## src/core/readback_regs.svh

```systemverilog
`ifndef READBACK_REGS_SVH
`define READBACK_REGS_SVH

// Register byte offsets on the AXI4-Lite port
`define OFS_CH0          8'h00
`define OFS_CH1          8'h04
`define OFS_CH2          8'h08
`define OFS_CH3          8'h0c
`define OFS_STATUS       8'h10

// Channel word layout
`define CH_MODE_MSB      17
`define CH_MODE_LSB      16
`define CH_RESET         18'h00000

// Control byte layout
`define CTRL_PD_BIT      0
`define CTRL_SEL_LSB     1
`define CTRL_SEL_MSB     2
`define CTRL_RESET       8'h00

// Bus address and read-back bytes
`define DEV_ADDR_PREFIX  5'h13
`define PD_BYTE_FILL     6'h3f
`define BYTE_PWRDN       2'h0
`define BYTE_HIGH        2'h1
`define BYTE_LOW         2'h2
`define BITS_PER_BYTE    4'h8
`define TX_LAST_BIT      4'h7

`endif

```

## src/core/readback_pkg.sv

```systemverilog
package readback_pkg;

  typedef enum logic [1:0] {
    RESP_OKAY   = 2'h0,
    RESP_SLVERR = 2'h2
  } resp_t;

  typedef enum logic [1:0] {
    PWRDN_HIZ    = 2'h0,
    PWRDN_1K     = 2'h1,
    PWRDN_100K   = 2'h2,
    PWRDN_HIZ_2  = 2'h3
  } pwrdn_mode_t;

  typedef enum {
    ST_IDLE,
    ST_RX,
    ST_ACK,
    ST_TX,
    ST_TX_ACK,
    ST_TX_NEXT,
    ST_WAIT
  } link_state_t;

endpackage : readback_pkg

```

## src/core/dac_channel_readback_slave.sv

```systemverilog
// Chosen here: register access over AXI4-Lite and the register offsets.
`timescale 1ns/1ps
`default_nettype none
`include "readback_regs.svh"

module dac_channel_readback_slave (
  // Clock and reset
  input  wire logic                aclk,
  input  wire logic                aresetn,
  // AXI4-Lite write channels
  input  wire logic [7:0]          awaddr,
  input  wire logic                awvalid,
  output logic                     awready,
  input  wire logic [31:0]         wdata,
  input  wire logic [3:0]          wstrb,
  input  wire logic                wvalid,
  output logic                     wready,
  output var readback_pkg::resp_t  bresp,
  output logic                     bvalid,
  input  wire logic                bready,
  // AXI4-Lite read channels
  input  wire logic [7:0]          araddr,
  input  wire logic                arvalid,
  output logic                     arready,
  output logic [31:0]              rdata,
  output var readback_pkg::resp_t  rresp,
  output logic                     rvalid,
  input  wire logic                rready,
  // Two-wire bus pins
  input  wire logic                scl_i,
  input  wire logic                sda_i,
  output logic                     sda_o,
  output logic                     sda_oe,
  // Address pins
  input  wire logic                addr_pin_hi,
  input  wire logic                addr_pin_lo,
  // Output stage load per channel
  output logic [3:0]               pulldown_1k,
  output logic [3:0]               pulldown_100k
);
  import readback_pkg::*;

  // {channel hit, status hit, channel index}
  function automatic logic [3:0] reg_decode(input logic [7:0] a);
    case (a)
      `OFS_CH0:    reg_decode = 4'h8;
      `OFS_CH1:    reg_decode = 4'h9;
      `OFS_CH2:    reg_decode = 4'ha;
      `OFS_CH3:    reg_decode = 4'hb;
      `OFS_STATUS: reg_decode = 4'h4;
      default:     reg_decode = 4'h0;
    endcase
  endfunction : reg_decode

  function automatic logic [7:0] readback_byte(input logic [1:0] idx, input logic [17:0] w);
    case (idx)
      `BYTE_PWRDN: readback_byte = {w[`CH_MODE_MSB:`CH_MODE_LSB], `PD_BYTE_FILL};
      `BYTE_HIGH:  readback_byte = w[15:8];
      default:     readback_byte = w[7:0];
    endcase
  endfunction : readback_byte

  logic [17:0]  ch_ff [4];
  logic [7:0]   ctrl_ff;
  link_state_t  state_ff;
  logic [3:0]   bit_cnt_ff;
  logic [7:0]   rx_sh_ff;
  logic [7:0]   tx_sh_ff;
  logic [1:0]   idx_ff;
  logic         rd_ff;
  logic         ctrl_phase_ff;
  logic         sda_oe_ff;
  logic         sda_o_ff;
  logic [3:0]   pd1k_ff;
  logic [3:0]   pd100k_ff;
  logic         awready_ff;
  logic         wready_ff;
  logic         aw_hold_ff;
  logic         w_hold_ff;
  logic [7:0]   waddr_ff;
  logic [31:0]  wdata_ff;
  logic [3:0]   wstrb_ff;
  logic         bvalid_ff;
  resp_t        bresp_ff;
  logic         arready_ff;
  logic         rvalid_ff;
  logic [31:0]  rdata_ff;
  resp_t        rresp_ff;

  // Pin sampling
  logic [3:0]   lvl;
  logic [1:0]   rise;
  logic [1:0]   fall;

  line_sampler u_sampler (
    .aclk    (aclk),
    .aresetn (aresetn),
    .din     ({addr_pin_hi, addr_pin_lo, scl_i, sda_i}),
    .level   (lvl),
    .rise    (rise),
    .fall    (fall)
  );

  wire        scl_lvl   = lvl[1];
  wire        sda_lvl   = lvl[0];
  wire        scl_rise  = rise[1];
  wire        scl_fall  = fall[1];
  wire        start_det = fall[0] & scl_lvl;
  wire        stop_det  = rise[0] & scl_lvl;
  wire [6:0]  dev_addr  = {`DEV_ADDR_PREFIX, lvl[3], lvl[2]};
  wire        addr_hit  = (rx_sh_ff[7:1] == dev_addr);
  wire [17:0] sel_word  = ch_ff[ctrl_ff[`CTRL_SEL_MSB:`CTRL_SEL_LSB]];
  wire        pd_flag   = ctrl_ff[`CTRL_PD_BIT];
  wire [1:0]  first_idx = pd_flag ? `BYTE_PWRDN : `BYTE_HIGH;
  wire [7:0]  first_byte = readback_byte(first_idx, sel_word);
  wire [7:0]  next_byte  = readback_byte(idx_ff, sel_word);
  wire        rx_done   = scl_fall & (bit_cnt_ff == `BITS_PER_BYTE);
  wire        active    = (state_ff == ST_TX) | (state_ff == ST_TX_ACK) | (state_ff == ST_TX_NEXT);

  // Link state machine; stop and start win over any byte in flight
  always_ff @(posedge aclk) begin
    if (!aresetn) begin
      state_ff      <= ST_IDLE;
      bit_cnt_ff    <= 4'h0;
      rx_sh_ff      <= 8'h00;
      tx_sh_ff      <= 8'h00;
      idx_ff        <= `BYTE_HIGH;
      rd_ff         <= 1'b0;
      ctrl_phase_ff <= 1'b0;
      ctrl_ff       <= `CTRL_RESET;
      sda_oe_ff     <= 1'b0;
    end else if (stop_det) begin
      state_ff  <= ST_IDLE;
      sda_oe_ff <= 1'b0;
    end else if (start_det) begin
      state_ff      <= ST_RX;
      bit_cnt_ff    <= 4'h0;
      ctrl_phase_ff <= 1'b0;
      sda_oe_ff     <= 1'b0;
    end else begin
      case (state_ff)
        ST_RX: begin
          if (scl_rise) begin
            rx_sh_ff   <= {rx_sh_ff[6:0], sda_lvl};
            bit_cnt_ff <= bit_cnt_ff + 4'h1;
          end else if (rx_done && ctrl_phase_ff) begin
            ctrl_ff   <= rx_sh_ff;
            state_ff  <= ST_ACK;
            sda_oe_ff <= 1'b1;
          end else if (rx_done && addr_hit) begin
            rd_ff     <= rx_sh_ff[0];
            state_ff  <= ST_ACK;
            sda_oe_ff <= 1'b1;
          end else if (rx_done) begin
            state_ff <= ST_WAIT;
          end
        end
        ST_ACK: begin
          if (scl_fall && rd_ff) begin
            idx_ff     <= first_idx;
            tx_sh_ff   <= first_byte;
            sda_oe_ff  <= ~first_byte[7];
            bit_cnt_ff <= 4'h0;
            state_ff   <= ST_TX;
          end else if (scl_fall && !ctrl_phase_ff) begin
            ctrl_phase_ff <= 1'b1;
            bit_cnt_ff    <= 4'h0;
            sda_oe_ff     <= 1'b0;
            state_ff      <= ST_RX;
          end else if (scl_fall) begin
            // Data writes are not handled here; the bytes go unacknowledged
            sda_oe_ff <= 1'b0;
            state_ff  <= ST_WAIT;
          end
        end
        ST_TX: begin
          if (scl_fall && bit_cnt_ff == `TX_LAST_BIT) begin
            sda_oe_ff <= 1'b0;
            state_ff  <= ST_TX_ACK;
          end else if (scl_fall) begin
            tx_sh_ff   <= {tx_sh_ff[6:0], 1'b0};
            sda_oe_ff  <= ~tx_sh_ff[6];
            bit_cnt_ff <= bit_cnt_ff + 4'h1;
          end
        end
        ST_TX_ACK: begin
          // The low byte ends the read even if the master acknowledges it
          if (scl_rise && !sda_lvl && idx_ff != `BYTE_LOW) begin
            idx_ff   <= idx_ff + 2'h1;
            state_ff <= ST_TX_NEXT;
          end else if (scl_rise) begin
            state_ff <= ST_WAIT;
          end
        end
        ST_TX_NEXT: begin
          if (scl_fall) begin
            tx_sh_ff   <= next_byte;
            sda_oe_ff  <= ~next_byte[7];
            bit_cnt_ff <= 4'h0;
            state_ff   <= ST_TX;
          end
        end
        default: begin
          sda_oe_ff <= 1'b0;
        end
      endcase
    end
  end

  // AXI4-Lite write path; address and data may arrive in either order
  wire [3:0] wdec      = reg_decode(waddr_ff);
  wire       aw_take   = awvalid & awready_ff;
  wire       w_take    = wvalid & wready_ff;
  wire       wr_commit = aw_hold_ff & w_hold_ff & ~bvalid_ff;

  always_ff @(posedge aclk) begin
    if (!aresetn) begin
      aw_hold_ff <= 1'b0;
      w_hold_ff  <= 1'b0;
      awready_ff <= 1'b0;
      wready_ff  <= 1'b0;
      waddr_ff   <= 8'h00;
      wdata_ff   <= 32'h0000_0000;
      wstrb_ff   <= 4'h0;
      bvalid_ff  <= 1'b0;
      bresp_ff   <= RESP_OKAY;
    end else begin
      aw_hold_ff <= aw_take | (aw_hold_ff & ~wr_commit);
      w_hold_ff  <= w_take | (w_hold_ff & ~wr_commit);
      awready_ff <= ~aw_take & ~aw_hold_ff & ~bvalid_ff;
      wready_ff  <= ~w_take & ~w_hold_ff & ~bvalid_ff;
      if (aw_take) waddr_ff <= awaddr;
      if (w_take) begin
        wdata_ff <= wdata;
        wstrb_ff <= wstrb;
      end
      if (wr_commit) begin
        bvalid_ff <= 1'b1;
        bresp_ff  <= (wdec[3] | wdec[2]) ? RESP_OKAY : RESP_SLVERR;
      end else if (bready) begin
        bvalid_ff <= 1'b0;
      end
    end
  end

  // Channel words steer what the link sends back
  always_ff @(posedge aclk) begin
    if (!aresetn) begin
      for (int i = 0; i < 4; i++) ch_ff[i] <= `CH_RESET;
    end else if (wr_commit && wdec[3]) begin
      if (wstrb_ff[0]) ch_ff[wdec[1:0]][7:0] <= wdata_ff[7:0];
      if (wstrb_ff[1]) ch_ff[wdec[1:0]][15:8] <= wdata_ff[15:8];
      if (wstrb_ff[2]) ch_ff[wdec[1:0]][17:16] <= wdata_ff[17:16];
    end
  end

  always_ff @(posedge aclk) begin
    if (!aresetn) begin
      pd1k_ff   <= 4'h0;
      pd100k_ff <= 4'h0;
      sda_o_ff  <= 1'b0;
    end else begin
      for (int i = 0; i < 4; i++) begin
        pd1k_ff[i]   <= (ch_ff[i][17:16] == PWRDN_1K);
        pd100k_ff[i] <= (ch_ff[i][17:16] == PWRDN_100K);
      end
      sda_o_ff <= 1'b0;
    end
  end

  // AXI4-Lite read path
  wire [3:0]  rdec    = reg_decode(araddr);
  wire        ar_take = arvalid & arready_ff;
  wire [31:0] status_word = {21'h000000, lvl[3], lvl[2], active, ctrl_ff};
  wire [31:0] rd_word = rdec[3] ? {14'h0000, ch_ff[rdec[1:0]]} :
                        rdec[2] ? status_word : 32'h0000_0000;

  always_ff @(posedge aclk) begin
    if (!aresetn) begin
      arready_ff <= 1'b0;
      rvalid_ff  <= 1'b0;
      rdata_ff   <= 32'h0000_0000;
      rresp_ff   <= RESP_OKAY;
    end else begin
      arready_ff <= ~ar_take & ~rvalid_ff;
      if (ar_take) begin
        rvalid_ff <= 1'b1;
        rdata_ff  <= rd_word;
        rresp_ff  <= (rdec[3] | rdec[2]) ? RESP_OKAY : RESP_SLVERR;
      end else if (rready) begin
        rvalid_ff <= 1'b0;
      end
    end
  end

  assign awready = awready_ff;
  assign wready  = wready_ff;
  assign bvalid  = bvalid_ff;
  assign bresp   = bresp_ff;
  assign arready = arready_ff;
  assign rvalid  = rvalid_ff;
  assign rdata   = rdata_ff;
  assign rresp   = rresp_ff;
  assign sda_o   = sda_o_ff;
  assign sda_oe  = sda_oe_ff;
  assign pulldown_1k   = pd1k_ff;
  assign pulldown_100k = pd100k_ff;

  AST_ADDR_ACK: assert property (@(posedge aclk) disable iff (!aresetn)
    (state_ff == ST_RX && rx_done && !ctrl_phase_ff && addr_hit && !start_det && !stop_det)
    |=> sda_oe_ff && state_ff == ST_ACK) else $error("address byte not acknowledged");
  AST_CTRL_ACK: assert property (@(posedge aclk) disable iff (!aresetn)
    (state_ff == ST_RX && rx_done && ctrl_phase_ff && !start_det && !stop_det)
    |=> sda_oe_ff && ctrl_ff == $past(rx_sh_ff)) else $error("control byte not taken");
  AST_TWO_BYTES: assert property (@(posedge aclk) disable iff (!aresetn)
    (active && !pd_flag) |-> idx_ff != `BYTE_PWRDN) else $error("power-down byte sent");
  AST_FIRST_PD: assert property (@(posedge aclk) disable iff (!aresetn)
    ($rose(state_ff == ST_TX) && $past(state_ff) == ST_ACK && pd_flag)
    |-> idx_ff == `BYTE_PWRDN) else $error("three-byte read did not start with mode byte");
  AST_PD_BYTE: assert property (@(posedge aclk) disable iff (!aresetn)
    (state_ff == ST_TX && idx_ff == `BYTE_PWRDN && bit_cnt_ff == 4'h0)
    |-> tx_sh_ff == {sel_word[17:16], 6'h3f}) else $error("bad power-down byte");
  AST_HIGH_BYTE: assert property (@(posedge aclk) disable iff (!aresetn)
    (state_ff == ST_TX && idx_ff == `BYTE_HIGH && bit_cnt_ff == 4'h0)
    |-> tx_sh_ff == sel_word[15:8]) else $error("bad high byte");
  AST_LOW_BYTE: assert property (@(posedge aclk) disable iff (!aresetn)
    (state_ff == ST_TX && idx_ff == `BYTE_LOW && bit_cnt_ff == 4'h0)
    |-> tx_sh_ff == sel_word[7:0]) else $error("bad low byte");
  AST_LOW_LAST: assert property (@(posedge aclk) disable iff (!aresetn)
    (state_ff == ST_TX_ACK && idx_ff == `BYTE_LOW && scl_rise && !start_det && !stop_det)
    |=> state_ff == ST_WAIT && !sda_oe_ff) else $error("read went past low byte");
  AST_TX_DRIVE: assert property (@(posedge aclk) disable iff (!aresetn)
    (state_ff == ST_TX && $past(state_ff) == ST_TX) |-> sda_oe_ff == ~tx_sh_ff[7])
    else $error("data line does not follow shift bit");
  AST_RESET_ZERO: assert property (@(posedge aclk)
    !aresetn |=> (ch_ff[0] == 18'h0 && ch_ff[1] == 18'h0 && ch_ff[2] == 18'h0 &&
                  ch_ff[3] == 18'h0)) else $error("channel not cleared");

endmodule : dac_channel_readback_slave

`default_nettype wire

```

## src/core/line_sampler.sv

```systemverilog
`timescale 1ns/1ps
`default_nettype none

module line_sampler (
  // Clock and reset
  input  wire logic       aclk,
  input  wire logic       aresetn,
  // Raw pins: address straps in [3:2], clock line [1], data line [0]
  input  wire logic [3:0] din,
  // Filtered levels of all four pins and edge pulses of the two bus lines
  output logic      [3:0] level,
  output logic      [1:0] rise,
  output logic      [1:0] fall
);

  logic [3:0] s1_ff;
  logic [3:0] s2_ff;
  logic [3:0] s3_ff;
  logic [3:0] level_ff;
  wire  [3:0] nxt_level = (s2_ff & s3_ff) | (level_ff & (s2_ff | s3_ff));

  // Idle bus lines are high, so reset to high avoids a false start
  always_ff @(posedge aclk) begin
    if (!aresetn) begin
      s1_ff    <= 4'hf;
      s2_ff    <= 4'hf;
      s3_ff    <= 4'hf;
      level_ff <= 4'hf;
    end else begin
      s1_ff    <= din;
      s2_ff    <= s1_ff;
      s3_ff    <= s2_ff;
      level_ff <= nxt_level;
    end
  end

  assign level = level_ff;
  // Edges come from the next level, a cycle ahead of a registered pulse, so a reply
  // still lands inside a short low phase; a line seen changing with the clock line
  // in the same cycle is judged against the old clock level, so it makes a start or stop only when the clock line falls
  assign rise  = nxt_level[1:0] & ~level_ff[1:0];
  assign fall  = ~nxt_level[1:0] & level_ff[1:0];

endmodule : line_sampler

`default_nettype wire

```

## config.mk

```make
export PLATFORM = sky130hd
export DESIGN_NAME = dac_channel_readback_slave
export DESIGN_NICKNAME = d
export VERILOG_FILES = /design/src/core/readback_pkg.sv /design/src/core/dac_channel_readback_slave.sv /design/src/core/line_sampler.sv
export VERILOG_INCLUDE_DIRS = /design/src /design/src/core
export SDC_FILE = /design/constraint.sdc
export NUM_CORES = 1
export LEC_CHECK = 0
export ABC_CLOCK_PERIOD_IN_PS = 3130
export BUFFER_PORTS_ARGS = -buffer_cell sky130_fd_sc_hd__buf_2
export CAP_MARGIN = 30
export CORE_ASPECT_RATIO = 0.5
export CORE_MARGIN = 8
export CORE_UTILIZATION = 45
export DETAILED_ROUTE_END_ITERATION = 10
export PLACE_DENSITY_LB_ADDON = 0.12
export SYNTH_ARGS = -nofsm -noshare
export SYNTH_HDL_FRONTEND = slang
export SYNTH_HIERARCHICAL = 1
export SYNTH_SLANG_ARGS = --single-unit
```

## constraint.sdc

```tcl
create_clock -name aclk -period 3.13 [get_ports aclk]
set_input_delay 0 -clock aclk [delete_from_list [all_inputs] [get_ports aclk]]
set_output_delay 0 -clock aclk [all_outputs]
set_load 0.01 [all_outputs]
```

# --- Word-level counts from Yosys, hierarchy flattened ---
# Memories as Yosys holds them, arrays and structs flattened. A register that Yosys moved wholly into a read port is not among the register bits.
# Index checks and enable logic that the tools add are counted.
op_classes:
  addsub: 2
  n_eq_ne: 53
  n_mux: 74
  n_bitwise: 46
  n_reduce_logical: 36
op_table:
  columns: ["op", "n"]
  rows:
  - ["32-bit two-way mux", 11]
  - ["32-bit one-hot mux with 5 select lines", 1]
  - ["32-bit by 3-bit == test with 1-bit output (second input constant)", 3]
  - ["32-bit by 2-bit == test with 1-bit output (second input constant)", 2]
  - ["32-bit by 4-bit == test with 1-bit output (second input constant)", 2]
  - ["4-bit one-hot mux with 5 select lines", 2]
  - ["18-bit two-way mux", 2]
  - ["32-bit by 1-bit == test with 1-bit output (second input constant)", 1]
  - ["8-bit by 4-bit == test with 1-bit output (second input constant)", 4]
  - ["1-bit two-way mux", 32]
  - ["8-bit one-hot mux with 2 select lines", 2]
  - ["4-bit two-way mux", 7]
  - ["7-bit two-way mux", 4]
  - ["7-bit AND reduction", 4]
  - ["3-bit != test (second input constant)", 9]
  - ["7-bit one-hot mux with 3 select lines", 1]
  - ["2-bit != test (second input constant)", 9]
  - ["18-bit OR reduction", 1]
  - ["1-bit NOT", 17]
  - ["8-bit by 3-bit == test with 1-bit output (second input constant)", 2]
  - ["8-bit by 5-bit == test with 1-bit output (second input constant)", 2]
  - ["8-bit zero test", 2]
  - ["4-bit != test (second input constant)", 4]
  - ["4-bit one-hot mux with 4 select lines", 1]
  - ["32 further kinds", 86]
totals:
  register_bits: 160
  ramBits: 72
  in_bits: 63
  output_inout_bits: 51
  word_cells: 241
  mem_count: 1
mem_list:
  columns: ["memory", "words", "width", "read_ports", "rd_ports_with_merged_regs", "wr", "line_no", "source"]
  rows:
  - ["ch_ff", 4, 18, 6, 1, 4, "dac_channel_readback_slave.sv:63", "logic [17:0] ch_ff [4];"]

# --- Depth between registers and ports, before layout ---
depth:
  depth_word: 12
  mapped_depth: 8
  depth_no_buf: 7

# --- By module ---
# The synthesis kept the hierarchy.
by_module_without_submodules:
  columns: ["module", "n_inst", "cells_per_inst", "area_each_um2", "seq_area_each_um2"]
  rows:
  - ["dac_channel_readback_slave", 1, 803, 8365.5, 4184.0]
  - ["line_sampler", 1, 47, 495.5, 320.3]

# --- Least setup slack after synthesis ---
# No wires, ideal clock.
synth_path:
  kind: "reg-to-reg"
  start: "reg waddr_ff[0]"
  end: "mem ch_ff[1][10] (enable)"
  setup_time_ns: 0.384
  arrival_ns: 2.020
  t_required_ns: 2.746
  slack_ns: 0.726
  stages_incl_launch_ff: 5
  n_path_buf: 0
  period_less_slack_ns: 2.404
  path_cell_list: "dfxtp_1 or4_1 nor4_4 nand3_1 o21ai_0"
synth_lines:
  columns: ["element", "line_no", "source"]
  rows:
  - ["start: declaration", "dac_channel_readback_slave.sv:80", "logic [7:0] waddr_ff;"]
  - ["start signal: assignment", "dac_channel_readback_slave.sv:232", "if (aw_take) waddr_ff <= awaddr;"]
  - ["end: declaration", "dac_channel_readback_slave.sv:63", null]

# --- Final worst setup path ---
layout_path:
  start: "reg u_sampler.level_ff[1] (netlist: u_sampler/level[1])"
  end: "reg ctrl_ff[1]"
layout_between:
  elab_chain_len: 7
  elab_cells_between_ends: 14
  classes_between: "bitwise (12); reduce/logical (2)"
layout_rtl:
  columns: ["element", "line_no", "source"]
  rows:
  - ["start: declaration", "line_sampler.sv:19", "logic [3:0] level_ff;"]
  - ["start signal: assignment", "line_sampler.sv:33", "level_ff <= nxt_level;"]
  - ["4-bit bitwise AND", "line_sampler.sv:20", "wire [3:0] nxt_level = (s2_ff & s3_ff) | (level_ff & (s2_ff | s3_ff));"]
  - ["4-bit OR", "line_sampler.sv:20", null]
  - ["2-bit NOT", "line_sampler.sv:42", "assign fall = ~nxt_level[1:0] & level_ff[1:0];"]
  - ["2-bit bitwise AND *", "line_sampler.sv:42", null]
  - ["named net fall[1]", "dac_channel_readback_slave.sv:93", "logic [1:0] fall;"]
  - ["1-bit bitwise AND *", "dac_channel_readback_slave.sv:117", "wire rx_done = scl_fall & (bit_cnt_ff == `BITS_PER_BYTE);"]
  - ["1-bit logical AND *", "dac_channel_readback_slave.sv:146", "end else if (rx_done && ctrl_phase_ff) begin"]
  - ["5-bit AND reduction (no line) *", null, null]
  - ["end signal: assignment", "dac_channel_readback_slave.sv:130", "ctrl_ff <= `CTRL_RESET;"]
  - ["end signal: assignment", "dac_channel_readback_slave.sv:147", "ctrl_ff <= rx_sh_ff;"]
  - ["end: declaration", "dac_channel_readback_slave.sv:64", "logic [7:0] ctrl_ff;"]
# Mark *: on every way through the listed nets, which the timed path passes. The rest lies on a longest branch.
# A chain may end at the register's enable or synchronous reset.

==> run metrics <==
result of the run finished, final reports clean; Num CTS Buffers 17; root buffer selected by CTS clkbuf_16; share of cells above drive strength 1 17.9%; post-synthesis instance total 850; Primary FF master, synth dfxtp_1; number of antenna violations at the first check in global routing 0; iteration-0 DRC count of the detailed router between 300 and 400; full die area about 25,000 sq um; Worst Tran Pin Value about 0.81 ns; Final Core Density between 50% and 60%; Tot GR Track Use between 10% and 20%; portion of the clock cycle consumed by the worst path in the final layout 79.6%; total gr overflow 0; final layout net count slightly above 1,000; number of distinct library cells after synthesis 73; DRT Pass-1 Iters 5; setup ws final between 0.6 and 0.7 ns; most frequent cells after synthesis dfxtp_1, nand2_1, and2_1; FMAX approximately 400 MHz; detailed-placement wirelength estimate between 15,000 and 20,000 um; Synth Cell Area ~9000 sq um; vias after detailed routing around 6,600; via-per-instance ratio approximately 5.3; average cell area after synthesis 10.4 sq um; largest net degree at the start of global routing 35; standard cell core area 19,400 sq um; library cell occupying the most area in the post-synthesis netlist dfxtp_1; Setup Total Neg Slack 0 ns; initial standard-cell utilization of the core a little under half; Max-slew headroom a little under half; top-count cell post-synth dfxtp_1; number of setup violations in the final report 0; cells taking the most area after synthesis dfxtp_1, edfxtp_1, mux4_2, and2_1, mux2i_1; number of global-route vias before repair 6,536; final number of max-transition violations 0; row count 36; Max-cap violations 0; clock network latency to the later pin of the worst-skew pair roughly 0.45 ns; Tot Pwr 0.00521 W; clock tree sinks roughly 190; TritonCTS clock tree built; kind of end point of the critical path flip-flop; proportion of register bits with asynchronous set or reset after synthesis 0%; number of buffers on the longest clock path 2; final routed DRC violation total 0; P&R area growth vs syn 17.3%; cells along the critical path nor3b_1 -> nand4b_1 -> or4b_1 -> or2_1 -> mux2i_1 -> nor2_1; crit start category flip-flop; number of I/O pins 114; count of buffers added by post-CTS timing repair for setup 0; crit path max-delay cell type or4b_1; critical path start-end classification reg -> reg; H-tree Lvls 4; number of hold violations in the final report 0; crit path max fanout 9; sequential element share of the synthesized area between 50% and 60%; total length of routed wires 22,600 um; die extent in y ~120 um; setup slack after placement ~0.67 ns; largest incremental delay on the critical path 0.59 ns; Required @ worst endpoint around 3.4 ns; Synth warnings 6; min cycle time layout approximately 2.5 ns; number of flops mapped to enable cells by yosys just over 70; Pleak just over 4 nW; share of the synthesized area in the top cell type about a quarter; number of diodes 0; clock slew at reported path FFs 0.08 ns; CP Data Arrival Time about 2.8 ns; FF+latch count, synth between 150 and 200; post-detailed-route count of antenna-violating nets 0; count of input and output buffers between 80 and 90; Setup Skew between 0.015 and 0.02 ns; Avg WL per Cell ~18 um; RSZ-0062 raised after global routing no; power per cell area about 500 nW/um^2; gp weighted congestion roughly 0.84; Max IR drop VDD 0.000360 V; type of the worst min-delay path in -> reg; Chip Width between 200 and 250 um; global-route wire length before repair roughly 36,000 um
-- power by group --
group	switching (W)	internal (W)	total, W
clock network	0.00103	0.00115	0.00218
logic	0.000195	0.000148	0.000343
registers	0.0000631	0.00262	0.00269
total	0.00129	0.00392	0.00521
-- stage by stage --
step	hold WS, ns	instance area [sq um]	instances
finish	0.0262	10400	1240
global route	0.0434	10400	1240
CTS	0.00704	10400	1240
detailed placement	0.182	9460	1173
global placement	0.185	9460	1173
floorplan	0.0964	8920	866
-- cells by family after synthesis --
logic type | Yosys count | share of synthesized area (%)
mux | 74 | 11.9
xor+xnor | 3 | 0.297
buf+inv | 74 | 4.66
flops | 189 | 50.8
other cells | 1 | 0.0423
compound gates | 160 | 11.5
simple gates | 344 | 20.1
fa+ha+maj | 5 | 0.706
-- final cells by class --
class / count / area [sq um]
Clock buffer: 18 / 439
Sequential cell: 189 / 4500
Clock inverter: 14 / 148
Inverter: 11 / 41.3
Timing Repair Buffer: 139 / 928
Tap cell: 266 / 333
Multi-Input combinational cell: 603 / 4000
Fill cell: 1747 / 8970
-- worst max-delay path: cells and delay by family, from the launching register on --
kind             cells  cell delay (ns)
and+or+nand+nor      5             1.67
DFF                  1             0.47
muxes                1             0.23
-- routing by layer --
| metal | vias to the layer above | routed length [um] | track usage, % |
|---|---|---|---|
| met2 | 170 | 9690 | 28.0 |
| met3 | 26 | 1330 | 4.86 |
| met1 | 3155 | 11200 | 25.7 |
| met4 | 0 | 359 | 6.04 |
| met5 | - | 0 | 0 |
| li1 | 3242 | - | - |
-- flip-flops by register name, summed over array words and instances (netlist names), 2 cells and up, named ones only --
name	cells
u_sampler/s3_ff	4
idx_ff	2
ch_ff	72
wdata_ff	18
state_ff	3
pulldown_1k	4
ctrl_ff	8
u_sampler/s1_ff	4
tx_sh_ff	7
u_sampler/s2_ff	4
wstrb_ff	3
u_sampler/level	4
rx_sh_ff	8
rdata	18
pulldown_100k	4
waddr_ff	8
bit_cnt_ff	4
-- cell usage in the layout (no fill, tap or decap), drive strengths merged, types with 3 or more instances in the layout --
cell | synthesis | layout
dfxtp | 117 | 117
nand2 | 106 | 106
buf | 31 | 104
and2 | 77 | 77
edfxtp | 72 | 72
nor2 | 68 | 68
a21oi | 66 | 66
mux2i | 47 | 47
dlygate4sd3 | 0 | 35
o21ai | 27 | 27
mux4 | 24 | 24
inv | 11 | 20
clkbuf | 32 | 18
nand2b | 17 | 17
conb | 1 | 17
nand3 | 16 | 16
nor3 | 16 | 16
nor3b | 8 | 8
o21a | 8 | 8
o22ai | 8 | 8
a32o | 7 | 7
a221oi | 6 | 6
or2b | 6 | 6
nand3b | 5 | 5
a31oi | 5 | 5
o2bb2ai | 5 | 5
ha | 5 | 5
or2 | 5 | 5
o22a | 4 | 4
mux2 | 3 | 3
nor4 | 3 | 3
-- final timing paths --
kind | from | depth (start not counted) | endpoint | slack [ns]
worst min register to register | u_sampler/s1_ff[3] | 1 | u_sampler/s2_ff[3] | 0.41
worst max register to register | u_sampler/level[1] | 6 | ctrl_ff[1] | 0.64
worst min-delay path | aresetn | 3 | awready | 0.03
worst max-delay path | u_sampler/level[1] | 6 | ctrl_ff[1] | 0.64
-- repair_timing --
action | in CTS | in global routing
hold endpoints to repair | 35 | 0
resized for setup | 0 | 0
hold buffers | 35 | 0
(Power assumes the default switching activity.)
